$ cat src/rtl/txn_decoder_regs.svh
`ifndef TXN_DECODER_REGS_SVH
`define TXN_DECODER_REGS_SVH

// register byte offsets on the apb side
`define OFS_CTRL        8'h00
`define OFS_BLOCK_PTR   8'h04
`define OFS_WIN_BASE    8'h08
`define OFS_STATUS      8'h0c
`define OFS_DEST_NODE   8'h10
`define OFS_DEST_SVC    8'h14
`define OFS_FUNC        8'h18
`define OFS_RESULT_PTR  8'h1c
`define OFS_KINDS       8'h20

// control and status bit positions
`define CTRL_START      0
`define CTRL_HOST_ORIG  1
`define STAT_BUSY       0
`define STAT_DONE       1
`define STAT_INVALID    2
`define STAT_ALIGN_ERR  3
`define STAT_INLINE     4
`define STAT_PARAM_REQ  5

// gateway_txn_block layout, in 32-bit word indexes
`define BLOCK_BYTES     32'd96
`define BLOCK_WORDS     5'd24
`define ALIGN_MASK      32'h0000000f
`define W_DEST_NODE     0
`define W_DEST_SVC      1
`define W_FUNC          2
`define W_DESC_BASE     3
`define W_RESULT_PTR    19
`define W_PARAMS        20

// field codes
`define MAJOR_APP       8'h02
`define REGISTRY_SVC    32'h00000001
`define INLINE_MAX      32'd16
`define TYPE_NO_DATA    8'h0b
`define TYPE_DIRECT     8'h0c
`define TYPE_GATHER     8'h0d

`endif

$ cat src/rtl/txn_decoder_pkg.sv
package txn_decoder_pkg;

  typedef enum logic [1:0] {KIND_NONE, KIND_DIRECT, KIND_LIST, KIND_BAD} data_kind_e;

  typedef enum logic [2:0] {ST_IDLE, ST_REQ, ST_FETCH, ST_CHECK, ST_PREQ, ST_DISP} txn_state_e;

  typedef struct packed {
    data_kind_e  kind;
    logic [7:0]  list_entry_count;
    logic [31:0] addr;
    logic [31:0] offset;
    logic [31:0] length;
  } desc_s;

  typedef struct packed {
    logic [31:0] addr;
    logic [31:0] len;
  } dma_req_s;

  typedef struct packed {
    logic [31:0]  dest_node;
    logic [31:0]  dest_service;
    logic [15:0]  minor_func;
    logic         to_registry;
    logic [31:0]  result_addr;
    logic         params_inline;
    logic [127:0] params;
    desc_s [3:0]  desc;
  } dispatch_s;

endpackage

$ cat src/rtl/transaction_descriptor_decoder.sv
// Design decisions made here: the APB interface to the registers and the address map.
`timescale 1ns/1ps
`include "txn_decoder_regs.svh"
// What this block does
// - block is 96 bytes, 16-byte aligned; fetched whole in one dma read.
// - adapter memory references are window offsets; bus address adds window base.
// - word at byte 0 is the 32-bit destination node.
// - word at byte 4 is the 32-bit destination service.
// - service value one always routes to the registry service.
// - byte 8 top byte must be zero, major code must be 02h.
// - low two bytes of the word at byte 8 are the minor function code.
// - parameters up to 16 bytes sit inline at bytes 80-95; descriptor ignored.
// - longer parameters need exactly one extra dma fetch after the block.
// - descriptor at bytes 28-43 covers master-to-slave data.
// - descriptor at bytes 44-59 covers slave-to-master data.
// - descriptor at bytes 60-75 locates the status area.
// - word at byte 76 points at the result word, translated by origin.
// - type 0bh no data, 0ch direct, 0dh gather list, others reserved.
// - list entry count used only for gather list type.
// - descriptor address is bus address or window offset by origin.
// - direct descriptor offset is added to find the first data byte; a list keeps its base.
// - descriptor length is an upper bound in bytes on the transfer.
// - each list entry is an address word then a length word.
module transaction_descriptor_decoder
  import txn_decoder_pkg::*;
(
  input  wire logic        pclk,
  input  wire logic        presetn,
  input  wire logic        psel,
  input  wire logic        penable,
  input  wire logic        pwrite,
  input  wire logic [7:0]  paddr,
  input  wire logic [31:0] pwdata,
  output logic      [31:0] prdata,
  output logic             pready,
  output logic             pslverr,
  output logic             dma_req_valid,
  input  wire logic        dma_req_ready,
  output dma_req_s         dma_req,
  input  wire logic        dma_rsp_valid,
  input  wire logic [31:0] dma_rsp_data,
  output logic             disp_valid,
  input  wire logic        disp_ready,
  output dispatch_s        disp
);

  ////////////////////////////////////////////////////////////////////////////////
  // state

  txn_state_e  state_ff;
  txn_state_e  nxt_state;
  logic [31:0] blk_ff [24];
  logic [4:0]  cnt_ff;
  logic [4:0]  nxt_cnt;
  logic        host_orig_ff;
  logic [31:0] block_ptr_ff;
  logic [31:0] win_base_ff;
  logic        done_ff;
  logic        invalid_ff;
  logic        align_err_ff;
  logic        param_req_ff;
  logic        nxt_done;
  logic        nxt_invalid;
  logic        nxt_align_err;
  logic        nxt_param_req;
  dma_req_s    dma_req_ff;
  dma_req_s    nxt_dma_req;
  dispatch_s   disp_ff;
  dispatch_s   nxt_disp;
  logic [31:0] prdata_ff;
  logic [31:0] nxt_prdata;

  ////////////////////////////////////////////////////////////////////////////////
  // apb decode

  wire         wr_acc    = psel & penable & pwrite;
  wire         rd_setup  = psel & ~penable & ~pwrite;
  wire         hit_ctrl  = (paddr == `OFS_CTRL);
  wire         hit_ptr   = (paddr == `OFS_BLOCK_PTR);
  wire         hit_win   = (paddr == `OFS_WIN_BASE);
  wire         hit_stat  = (paddr == `OFS_STATUS);
  wire         hit_node  = (paddr == `OFS_DEST_NODE);
  wire         hit_svc   = (paddr == `OFS_DEST_SVC);
  wire         hit_func  = (paddr == `OFS_FUNC);
  wire         hit_res   = (paddr == `OFS_RESULT_PTR);
  wire         hit_kinds = (paddr == `OFS_KINDS);
  wire         addr_hit  = hit_ctrl | hit_ptr | hit_win | hit_stat | hit_node | hit_svc
                         | hit_func | hit_res | hit_kinds;
  wire         busy      = (state_ff != ST_IDLE);
  // start while busy is dropped: the local copy must not be overwritten mid-decode
  wire         start     = wr_acc & hit_ctrl & pwdata[`CTRL_START] & ~busy;
  wire         cfg_wr    = wr_acc & ~busy;
  wire         misalign  = (block_ptr_ff & `ALIGN_MASK) != 32'h0;
  // origin bit written with start must steer the very first fetch
  wire [31:0]  fetch_addr = pwdata[`CTRL_HOST_ORIG] ? block_ptr_ff : win_base_ff + block_ptr_ff;

  wire [31:0]  status_word = {26'h0, param_req_ff, disp_ff.params_inline, align_err_ff,
                              invalid_ff, done_ff, busy};
  wire [31:0]  kinds_word  = {24'h0, disp_ff.desc[3].kind, disp_ff.desc[2].kind,
                              disp_ff.desc[1].kind, disp_ff.desc[0].kind};

  assign pready  = 1'b1;
  assign pslverr = psel & penable & ~addr_hit;

  assign nxt_prdata = ~rd_setup ? prdata_ff
                    : hit_ctrl  ? {30'h0, host_orig_ff, 1'b0}
                    : hit_ptr   ? block_ptr_ff
                    : hit_win   ? win_base_ff
                    : hit_stat  ? status_word
                    : hit_node  ? disp_ff.dest_node
                    : hit_svc   ? disp_ff.dest_service
                    : hit_func  ? {16'h0, disp_ff.minor_func}
                    : hit_res   ? disp_ff.result_addr
                    : hit_kinds ? kinds_word
                    : 32'h0;

  ////////////////////////////////////////////////////////////////////////////////
  // field decode of the stored block

  function automatic logic [31:0] xlate(input logic [31:0] a);
    // adapter-originated references are window offsets
    xlate = host_orig_ff ? a : win_base_ff + a;
  endfunction

  wire [31:0]  func_w       = blk_ff[`W_FUNC];
  wire [7:0]   major_code   = func_w[23:16];
  wire         func_bad     = (func_w[31:24] != 8'h0) | (major_code != `MAJOR_APP);
  wire [31:0]  param_len    = blk_ff[`W_DESC_BASE + 3];
  wire         param_inline = (param_len <= `INLINE_MAX);
  desc_s       desc_dec [4];
  logic [3:0]  desc_bad;

  genvar g;
  generate
    for (g = 0; g < 4; g++)
    begin : g_desc
      // slot 0 parameters, 1 transmit, 2 receive, 3 status
      wire [31:0]  w_hdr  = blk_ff[`W_DESC_BASE + 4 * g];
      wire [31:0]  w_addr = blk_ff[`W_DESC_BASE + 4 * g + 1];
      wire [31:0]  w_ofs  = blk_ff[`W_DESC_BASE + 4 * g + 2];
      wire [31:0]  w_len  = blk_ff[`W_DESC_BASE + 4 * g + 3];
      wire [7:0]   t      = w_hdr[31:24];
      wire data_kind_e kind = (t == `TYPE_NO_DATA) ? KIND_NONE
                            : (t == `TYPE_DIRECT)  ? KIND_DIRECT
                            : (t == `TYPE_GATHER)  ? KIND_LIST
                            : KIND_BAD;
      // direct data starts at address plus logical offset; a list keeps its base
      wire [31:0]  start_a = (kind == KIND_DIRECT) ? xlate(w_addr + w_ofs)
                                                   : xlate(w_addr);
      assign desc_dec[g] = '{kind:             kind,
                             list_entry_count: (kind == KIND_LIST) ? w_hdr[23:16] : 8'h0,
                             addr:             start_a,
                             offset:           w_ofs,
                             length:           w_len};
      assign desc_bad[g] = (kind == KIND_BAD);
    end
  endgenerate

  // inline parameter descriptor fields are ignored, type included
  wire         txn_bad   = func_bad | (|desc_bad[3:1])
                         | (~param_inline & desc_bad[0]);
  // list length in bytes: two words per entry
  wire [31:0]  list_bytes = {21'h0, desc_dec[0].list_entry_count, 3'b000};
  wire [31:0]  preq_len   = (desc_dec[0].kind == KIND_LIST) ? list_bytes : param_len;

  ////////////////////////////////////////////////////////////////////////////////
  // sequence control

  assign dma_req_valid = (state_ff == ST_REQ) | (state_ff == ST_PREQ);
  assign dma_req       = dma_req_ff;
  assign disp_valid    = (state_ff == ST_DISP);
  assign disp          = disp_ff;
  assign prdata        = prdata_ff;

  always_comb
  begin
    nxt_state     = state_ff;
    nxt_cnt       = cnt_ff;
    nxt_dma_req   = dma_req_ff;
    nxt_disp      = disp_ff;
    nxt_done      = done_ff;
    nxt_invalid   = invalid_ff;
    nxt_align_err = align_err_ff;
    nxt_param_req = param_req_ff;
    case (state_ff)
      ST_IDLE:
      begin
        if (start)
        begin
          nxt_done      = 1'b0;
          nxt_invalid   = 1'b0;
          nxt_align_err = 1'b0;
          nxt_param_req = 1'b0;
          nxt_cnt       = 5'd0;
          if (misalign)
          begin
            // no fetch for a pointer that breaks the 16-byte alignment
            nxt_align_err = 1'b1;
            nxt_invalid   = 1'b1;
            nxt_done      = 1'b1;
          end
          else
          begin
            nxt_dma_req = '{addr: fetch_addr, len: `BLOCK_BYTES};
            nxt_state   = ST_REQ;
          end
        end
      end
      ST_REQ:
      begin
        if (dma_req_ready)
          nxt_state = ST_FETCH;
      end
      ST_FETCH:
      begin
        if (dma_rsp_valid)
        begin
          nxt_cnt = cnt_ff + 5'd1;
          if (cnt_ff == `BLOCK_WORDS - 5'd1)
            nxt_state = ST_CHECK;
        end
      end
      ST_CHECK:
      begin
        nxt_disp.dest_node     = blk_ff[`W_DEST_NODE];
        nxt_disp.dest_service  = blk_ff[`W_DEST_SVC];
        nxt_disp.minor_func    = func_w[15:0];
        nxt_disp.to_registry   = (blk_ff[`W_DEST_SVC] == `REGISTRY_SVC);
        nxt_disp.result_addr   = xlate(blk_ff[`W_RESULT_PTR]);
        nxt_disp.params_inline = param_inline;
        nxt_disp.params        = {blk_ff[`W_PARAMS + 3], blk_ff[`W_PARAMS + 2],
                                  blk_ff[`W_PARAMS + 1], blk_ff[`W_PARAMS]};
        nxt_disp.desc[0]       = desc_dec[0];
        nxt_disp.desc[1]       = desc_dec[1];
        nxt_disp.desc[2]       = desc_dec[2];
        nxt_disp.desc[3]       = desc_dec[3];
        if (txn_bad)
        begin
          nxt_invalid = 1'b1;
          nxt_done    = 1'b1;
          nxt_state   = ST_IDLE;
        end
        else if (!param_inline)
        begin
          nxt_dma_req   = '{addr: desc_dec[0].addr, len: preq_len};
          nxt_param_req = 1'b1;
          nxt_state     = ST_PREQ;
        end
        else
          nxt_state = ST_DISP;
      end
      ST_PREQ:
      begin
        if (dma_req_ready)
          nxt_state = ST_DISP;
      end
      ST_DISP:
      begin
        if (disp_ready)
        begin
          nxt_done  = 1'b1;
          nxt_state = ST_IDLE;
        end
      end
      default:
        nxt_state = ST_IDLE;
    endcase
  end

  ////////////////////////////////////////////////////////////////////////////////
  // registers

  always_ff @(posedge pclk or negedge presetn)
  begin
    if (!presetn)
    begin
      state_ff     <= ST_IDLE;
      cnt_ff       <= 5'd0;
      dma_req_ff   <= '0;
      disp_ff      <= '0;
      done_ff      <= 1'b0;
      invalid_ff   <= 1'b0;
      align_err_ff <= 1'b0;
      param_req_ff <= 1'b0;
      prdata_ff    <= 32'h0;
    end
    else
    begin
      state_ff     <= nxt_state;
      cnt_ff       <= nxt_cnt;
      dma_req_ff   <= nxt_dma_req;
      disp_ff      <= nxt_disp;
      done_ff      <= nxt_done;
      invalid_ff   <= nxt_invalid;
      align_err_ff <= nxt_align_err;
      param_req_ff <= nxt_param_req;
      prdata_ff    <= nxt_prdata;
    end
  end

  // config is frozen while a block is in flight
  always_ff @(posedge pclk or negedge presetn)
  begin
    if (!presetn)
    begin
      host_orig_ff <= 1'b0;
      block_ptr_ff <= 32'h0;
      win_base_ff  <= 32'h0;
    end
    else
    begin
      if (cfg_wr && hit_ctrl)
        host_orig_ff <= pwdata[`CTRL_HOST_ORIG];
      if (cfg_wr && hit_ptr)
        block_ptr_ff <= pwdata;
      if (cfg_wr && hit_win)
        win_base_ff <= pwdata;
    end
  end

  // local copy of the block; the host must not change it meanwhile anyway
  generate
    for (g = 0; g < 24; g++)
    begin : g_blk
      always_ff @(posedge pclk or negedge presetn)
      begin
        if (!presetn)
          blk_ff[g] <= 32'h0;
        else if (state_ff == ST_FETCH && dma_rsp_valid && cnt_ff == 5'(g))
          blk_ff[g] <= dma_rsp_data;
      end
    end
  endgenerate
endmodule // transaction_descriptor_decoder

$ cat config.mk
export PLATFORM = sky130hd
export DESIGN_NAME = transaction_descriptor_decoder
export DESIGN_NICKNAME = d
export VERILOG_FILES = /design/src/rtl/txn_decoder_pkg.sv /design/src/rtl/transaction_descriptor_decoder.sv
export VERILOG_INCLUDE_DIRS = /design/src /design/src/rtl
export SDC_FILE = /design/constraint.sdc
export NUM_CORES = 2
export LEC_CHECK = 0
export ABC_AREA = 1
export BUFFER_PORTS_ARGS = -buffer_cell sky130_fd_sc_hd__buf_2
export CAP_MARGIN = 20
export CORE_MARGIN = 1
export CORE_UTILIZATION = 61
export DETAILED_ROUTE_END_ITERATION = 10
export PLACE_DENSITY_LB_ADDON = 0.1
export SETUP_SLACK_MARGIN = 0.5
export SYNTH_ARGS = -nofsm -noshare
export SYNTH_HDL_FRONTEND = slang
export SYNTH_SLANG_ARGS = --single-unit
$ cat constraint.sdc
create_clock -name pclk -period 4.6 [get_ports pclk]
set_input_delay 0.46 -clock pclk [delete_from_list [all_inputs] [get_ports pclk]]
set_output_delay 0.46 -clock pclk [all_outputs]
set_load 0.01 [all_outputs]
==> flow_summary.json, run 1 <==
{
  "numCtsBuffers": 156,
  "ys_warn_count": 0,
  "synth_top_area_cell": "dfrtp_1",
  "gp_congestion": 1.16,
  "synth_top_family_by_area": "simple AND/OR/NAND/NOR gates",
  "endpoint_type": "register data pin",
  "hpwlAfterDp_um": 297000,
  "synth_xor_area_share_pct": 2.21,
  "syn_inst": 12000,
  "die_w_um": 384,
  "worst_endpoint": "dma_req[50]$_DFFE_PN0P_/D",
  "yosys-mux-area-fraction_pct": 0.112,
  "grt_antenna_before_repair": 84,
  "syn_area_um2": 89100,
  "clk_path_buf_depth": 3,
  "grt_max_degree": 160,
  "synth_nets": 12500,
  "yosysUniqueCellTypes": 61,
  "synth_edf_count": 0,
  "syn_avg_cell_area_um2": 7.42,
  "dieHeight_um": 384,
  "yosys.cell_count.top_type": "nand2_1",
  "ioPinCount": 846,
  "synth_compound_area_share_pct": 15.3,
  "ys.flop_type": "dfrtp_1",
  "ys_top_cells_by_area": "dfrtp_1, nand2_1, ha_1, o21ai_0, nor2_1",
  "ys_top_cells_by_count": "nand2_1, dfrtp_1, nor2_1, o21ai_0, inv_1",
  "port_buffers": 844,
  "h-tree-depth": 4,
  "synth.top_cell.area_share_pct": 43.3,
  "track_usage_pct": 66.7,
  "yosys.area_share.simple_pct": 27.1,
  "initial_utilization_pct": 61.7,
  "synth_fa_ha_area_share_pct": 6.59,
  "lastStage": "global routing",
  "rows": 139,
  "synth_async_sr_flop_share_pct": 100,
  "status": "aborted with a tool error",
  "cts_sinks": 1543,
  "ys_seq_area_share_pct": 43.3,
  "overflow": 22,
  "stop_error": "[ERROR GRT-0232] Routing congestion too high. Check the congestion heatmap in the GUI.",
  "yosys_register_bits": 1543,
  "cts_root_buf": "clkbuf_16"
}
[per-layer routing]
| layer | global-route usage (%) | overflow |
|---|---|---|
| met4 | 59.3 | 5 |
| met1 | 72.1 | 2 |
| met5 | 25.2 | 0 |
| met3 | 48.1 | 2 |
| met2 | 82.4 | 13 |
[through the flow]
step | cell area (µm²) | setup WS [ps] | std cells
after floorplan | 89100 | 1120 | 12000
after global placement | 96200 | 200 | 14500
after detailed placement | 96200 | 256 | 14500
after CTS | 102000 | 441 | 14900
[what timing repair did]
item / 4_1_cts
pin swaps: 2
gates resized for setup: 45
setup buffers: 5
endpoints found under the hold margin: 152
hold buffers: 35
setup endpoints to repair: 47
[cell families after synthesis]
family / count (synthesis)
muxes: 10
other: 1
AOI/OAI and AO/OA: 2514
DFF: 1543
adders and majority gates: 461
xor gates and xnor gates: 225
buffers and inverters: 1268
and+or+nand+nor: 5985
==> run 2, diff against run 1 <==
- CORE_UTILIZATION: 61 -> 40
- PLACE_DENSITY_LB_ADDON: 0.1 -> 0.15
- SETUP_SLACK_MARGIN: 0.5 -> default
==> flow_summary.json, run 2 <==
{
  "tightest_slew_ps": 1280,
  "largest_reg_flops": 666,
  "grt_max_degree": 176,
  "reg2reg_to": "dma_req[43]",
  "hpwlAfterDp_um": 344000,
  "wl_met1_um": 197000,
  "die_area_um2": 225000,
  "track_usage_pct": 39.5,
  "dpl-instance-area_um2": 98500,
  "overflow": 0,
  "min_path_type": "primary input to flop",
  "rsz0062_at_grt": "true",
  "antenna_left": 0,
  "ys_top_cells_by_area": "dfrtp_1, nand2_1, ha_1, o21ai_0, nor2_1",
  "ys_top_cells_by_count": "nand2_1, dfrtp_1, nor2_1, o21ai_0, inv_1",
  "grt_antenna_before_repair": 61,
  "ir_worst_vdd_v": 0.000470,
  "slew_viol_final": 0,
  "syn_avg_cell_area_um2": 7.42,
  "routed_wirelength_um": 453000,
  "cts_root_buf": "clkbuf_16",
  "nFillCells": 22300,
  "ioPinCount": 846,
  "synth_fa_ha_area_share_pct": 6.59,
  "clk_path_buf_depth": 3,
  "final_cell_mix": "nand2_1, dfrtp_1, nor2_1, o21ai_0, buf_2",
  "synth_top_family_by_area": "simple AND/OR/NAND/NOR gates",
  "wl_met3_um": 46100,
  "worst_hold_startpoint": "pwdata[0]",
  "yosysUniqueCellTypes": 61,
  "skew_ps": 86.0,
  "yosys_register_bits": 1543,
  "cts_sinks": 1543,
  "drv_cap": 0,
  "critPathKind": "flop to flop",
  "synth_compound_area_share_pct": 15.3,
  "gp_congestion": 1.04,
  "ys_seq_area_share_pct": 43.3,
  "arrival_ps": 5210,
  "start_kind": "flop",
  "max-slew-margin-rel_pct": 14.6,
  "synth_xor_area_share_pct": 2.21,
  "wl_per_cell_um": 28.2,
  "dieHeight_um": 474,
  "syn_to_final_growth_pct": 18.1,
  "met2WireLength_um": 189000,
  "drive_above_1_share_pct": 13.1,
  "core_um2": 221000,
  "syn_area_um2": 89100,
  "finalSetupViolCount": 0,
  "cp_max_fo": 5,
  "min_to": "block_ptr_ff[0]",
  "grt_pass1_wl_um": 634000,
  "layout_worst_path_cycle_share_pct": 97.6,
  "cp-startpoint": "g_desc[0].w_ofs[0]",
  "drt-pass1-iter-count": 7,
  "yosys.area_share.simple_pct": 27.1,
  "clkTransAtPathRegs_ps": 70,
  "r2r_cells": 21,
  "viasPerCell": 5.71,
  "top_layer_used": "met5",
  "hold_viol_final": 0,
  "max_freq_ghz": 0.223,
  "syn_inst": 12000,
  "setup_slack_ps": 110,
  "port_buffers": 844,
  "final_area_um2": 105000,
  "drcViolationCount": 0,
  "vias": 91900,
  "cts_tree": "done",
  "powerDensity_nw_per_um2": 505,
  "nets": 13500,
  "post_cts_buffers": 0,
  "place_ws_ps": 47.5,
  "first_iter_violations": 11000,
  "rows": 172,
  "yosys-mux-area-fraction_pct": 0.112,
  "h-tree-depth": 4,
  "end_kind": "flop",
  "grt_pass1_vias": 85800,
  "clk-insertion-delay-late_ps": 900,
  "cp.required_ps": 5320,
  "final_common_cell": "nand2_1",
  "die_w_um": 474,
  "ys.flop_type": "dfrtp_1",
  "synth_top_area_cell": "dfrtp_1",
  "cellLeakagePower_nw": 55.5,
  "yosys.cell_count.top_type": "nand2_1",
  "rrSetupSlack_ps": 110,
  "status": "finished, final reports clean",
  "fin_crit_ps": 4490,
  "synth.top_cell.area_share_pct": 43.3,
  "initial_utilization_pct": 40.4,
  "numCtsBuffers": 173,
  "ys_warn_count": 0,
  "synth_nets": 12500,
  "whs_path_depth": 3,
  "synth_async_sr_flop_share_pct": 100,
  "synth_edf_count": 0,
  "power_mw": 53.2,
  "timing.rr.start": "g_desc[0].w_ofs[0]"
}
==> run 2: cell counts after synthesis <==
Identical to the previous run, type by type.
==> run 2: layer usage <==
layer  track usage, %  vias up
met5                0        -
met4             16.1       20
met3             9.38      759
met2             57.2     4655
met1             56.1    45000
li1                 -    41500
==> run 2: critical path: stages (launching register included) <==
cell and delay [ps]:
dfrtp_1 400, ha_1 250, fa_1 470, nand3_1 140, nand2_2 130, nand3_1 110
nand2_1 100, xor2_1 400, ha_1 370, nand2_1 130, inv_1 50, a21oi_1 140
nand2_1 90, a21oi_1 400, xor2_1 200, nor2_1 50, o21ai_0 200, buf_4 180
o21ai_0 130, buf_4 190, nand2_1 140, a21boi_0 110
==> run 2: cells by family after synthesis <==
group                    count (synthesis)
AO/OA/AOI/OAI                         2514
XOR/XNOR                               225
adder cells (fa/ha/maj)                461
buffers and inverters                 1268
flip-flops                            1543
multiplexers                            10
other                                    1
AND/OR/NAND/NOR                       5985
==> run 2: cell type report <==
cell class / count / area, µm² / area share [%]
inverter: 777 / 2930 / 2.79
antenna: 18 / 45.0 / 0.0428
sequential: 1543 / 38600 / 36.7
multi-input combinational: 9196 / 45900 / 43.6
timing repair buffer: 1275 / 7930 / 7.53
clock inverter: 80 / 1140 / 1.09
tap: 2958 / 3700 / 3.51
clock buffer: 244 / 5000 / 4.74
==> run 2: metrics by stage <==
stage	utilization (%)	hold slack (ps)	cells	TNS, ps
3_5_place_dp	44.7	453	15700	0
5_1_grt	47.7	49.5	16100	-129
6_report	47.7	79.4	16100	0
2_1_floorplan	-	164	12000	0
3_3_place_gp	44.6	449	15700	-35.9
4_1_cts	47.6	2.36	16100	0
==> run 2: where the power goes <==
group	switching, mW	total [mW]	internal [mW]
sequential	2.84	18.9	16.0
clock	6.45	14.9	8.45
combinational	13.3	19.4	6.05
==> run 2: how the worst max path moves through the flow <==
stage | endpoint | slack, ps | cells after the start
6_report | dma_req[43] | 110 | 21
5_1_grt | dma_req[43] | -40 | 22
4_1_cts | disp[304] | 6 | 24
3_5_place_dp | disp[290] | 50 | 21
3_3_place_gp | disp[290] | -40 | 21
2_1_floorplan | disp[307] | 1120 | 25
==> run 2: repair_timing <==
action	4_1_cts	5_1_grt
endpoints found under the hold margin	122	0
hold buffers	35	0
resized for setup	0	57
setup endpoints to repair	0	47
Power figures use the tool's default switching activity.
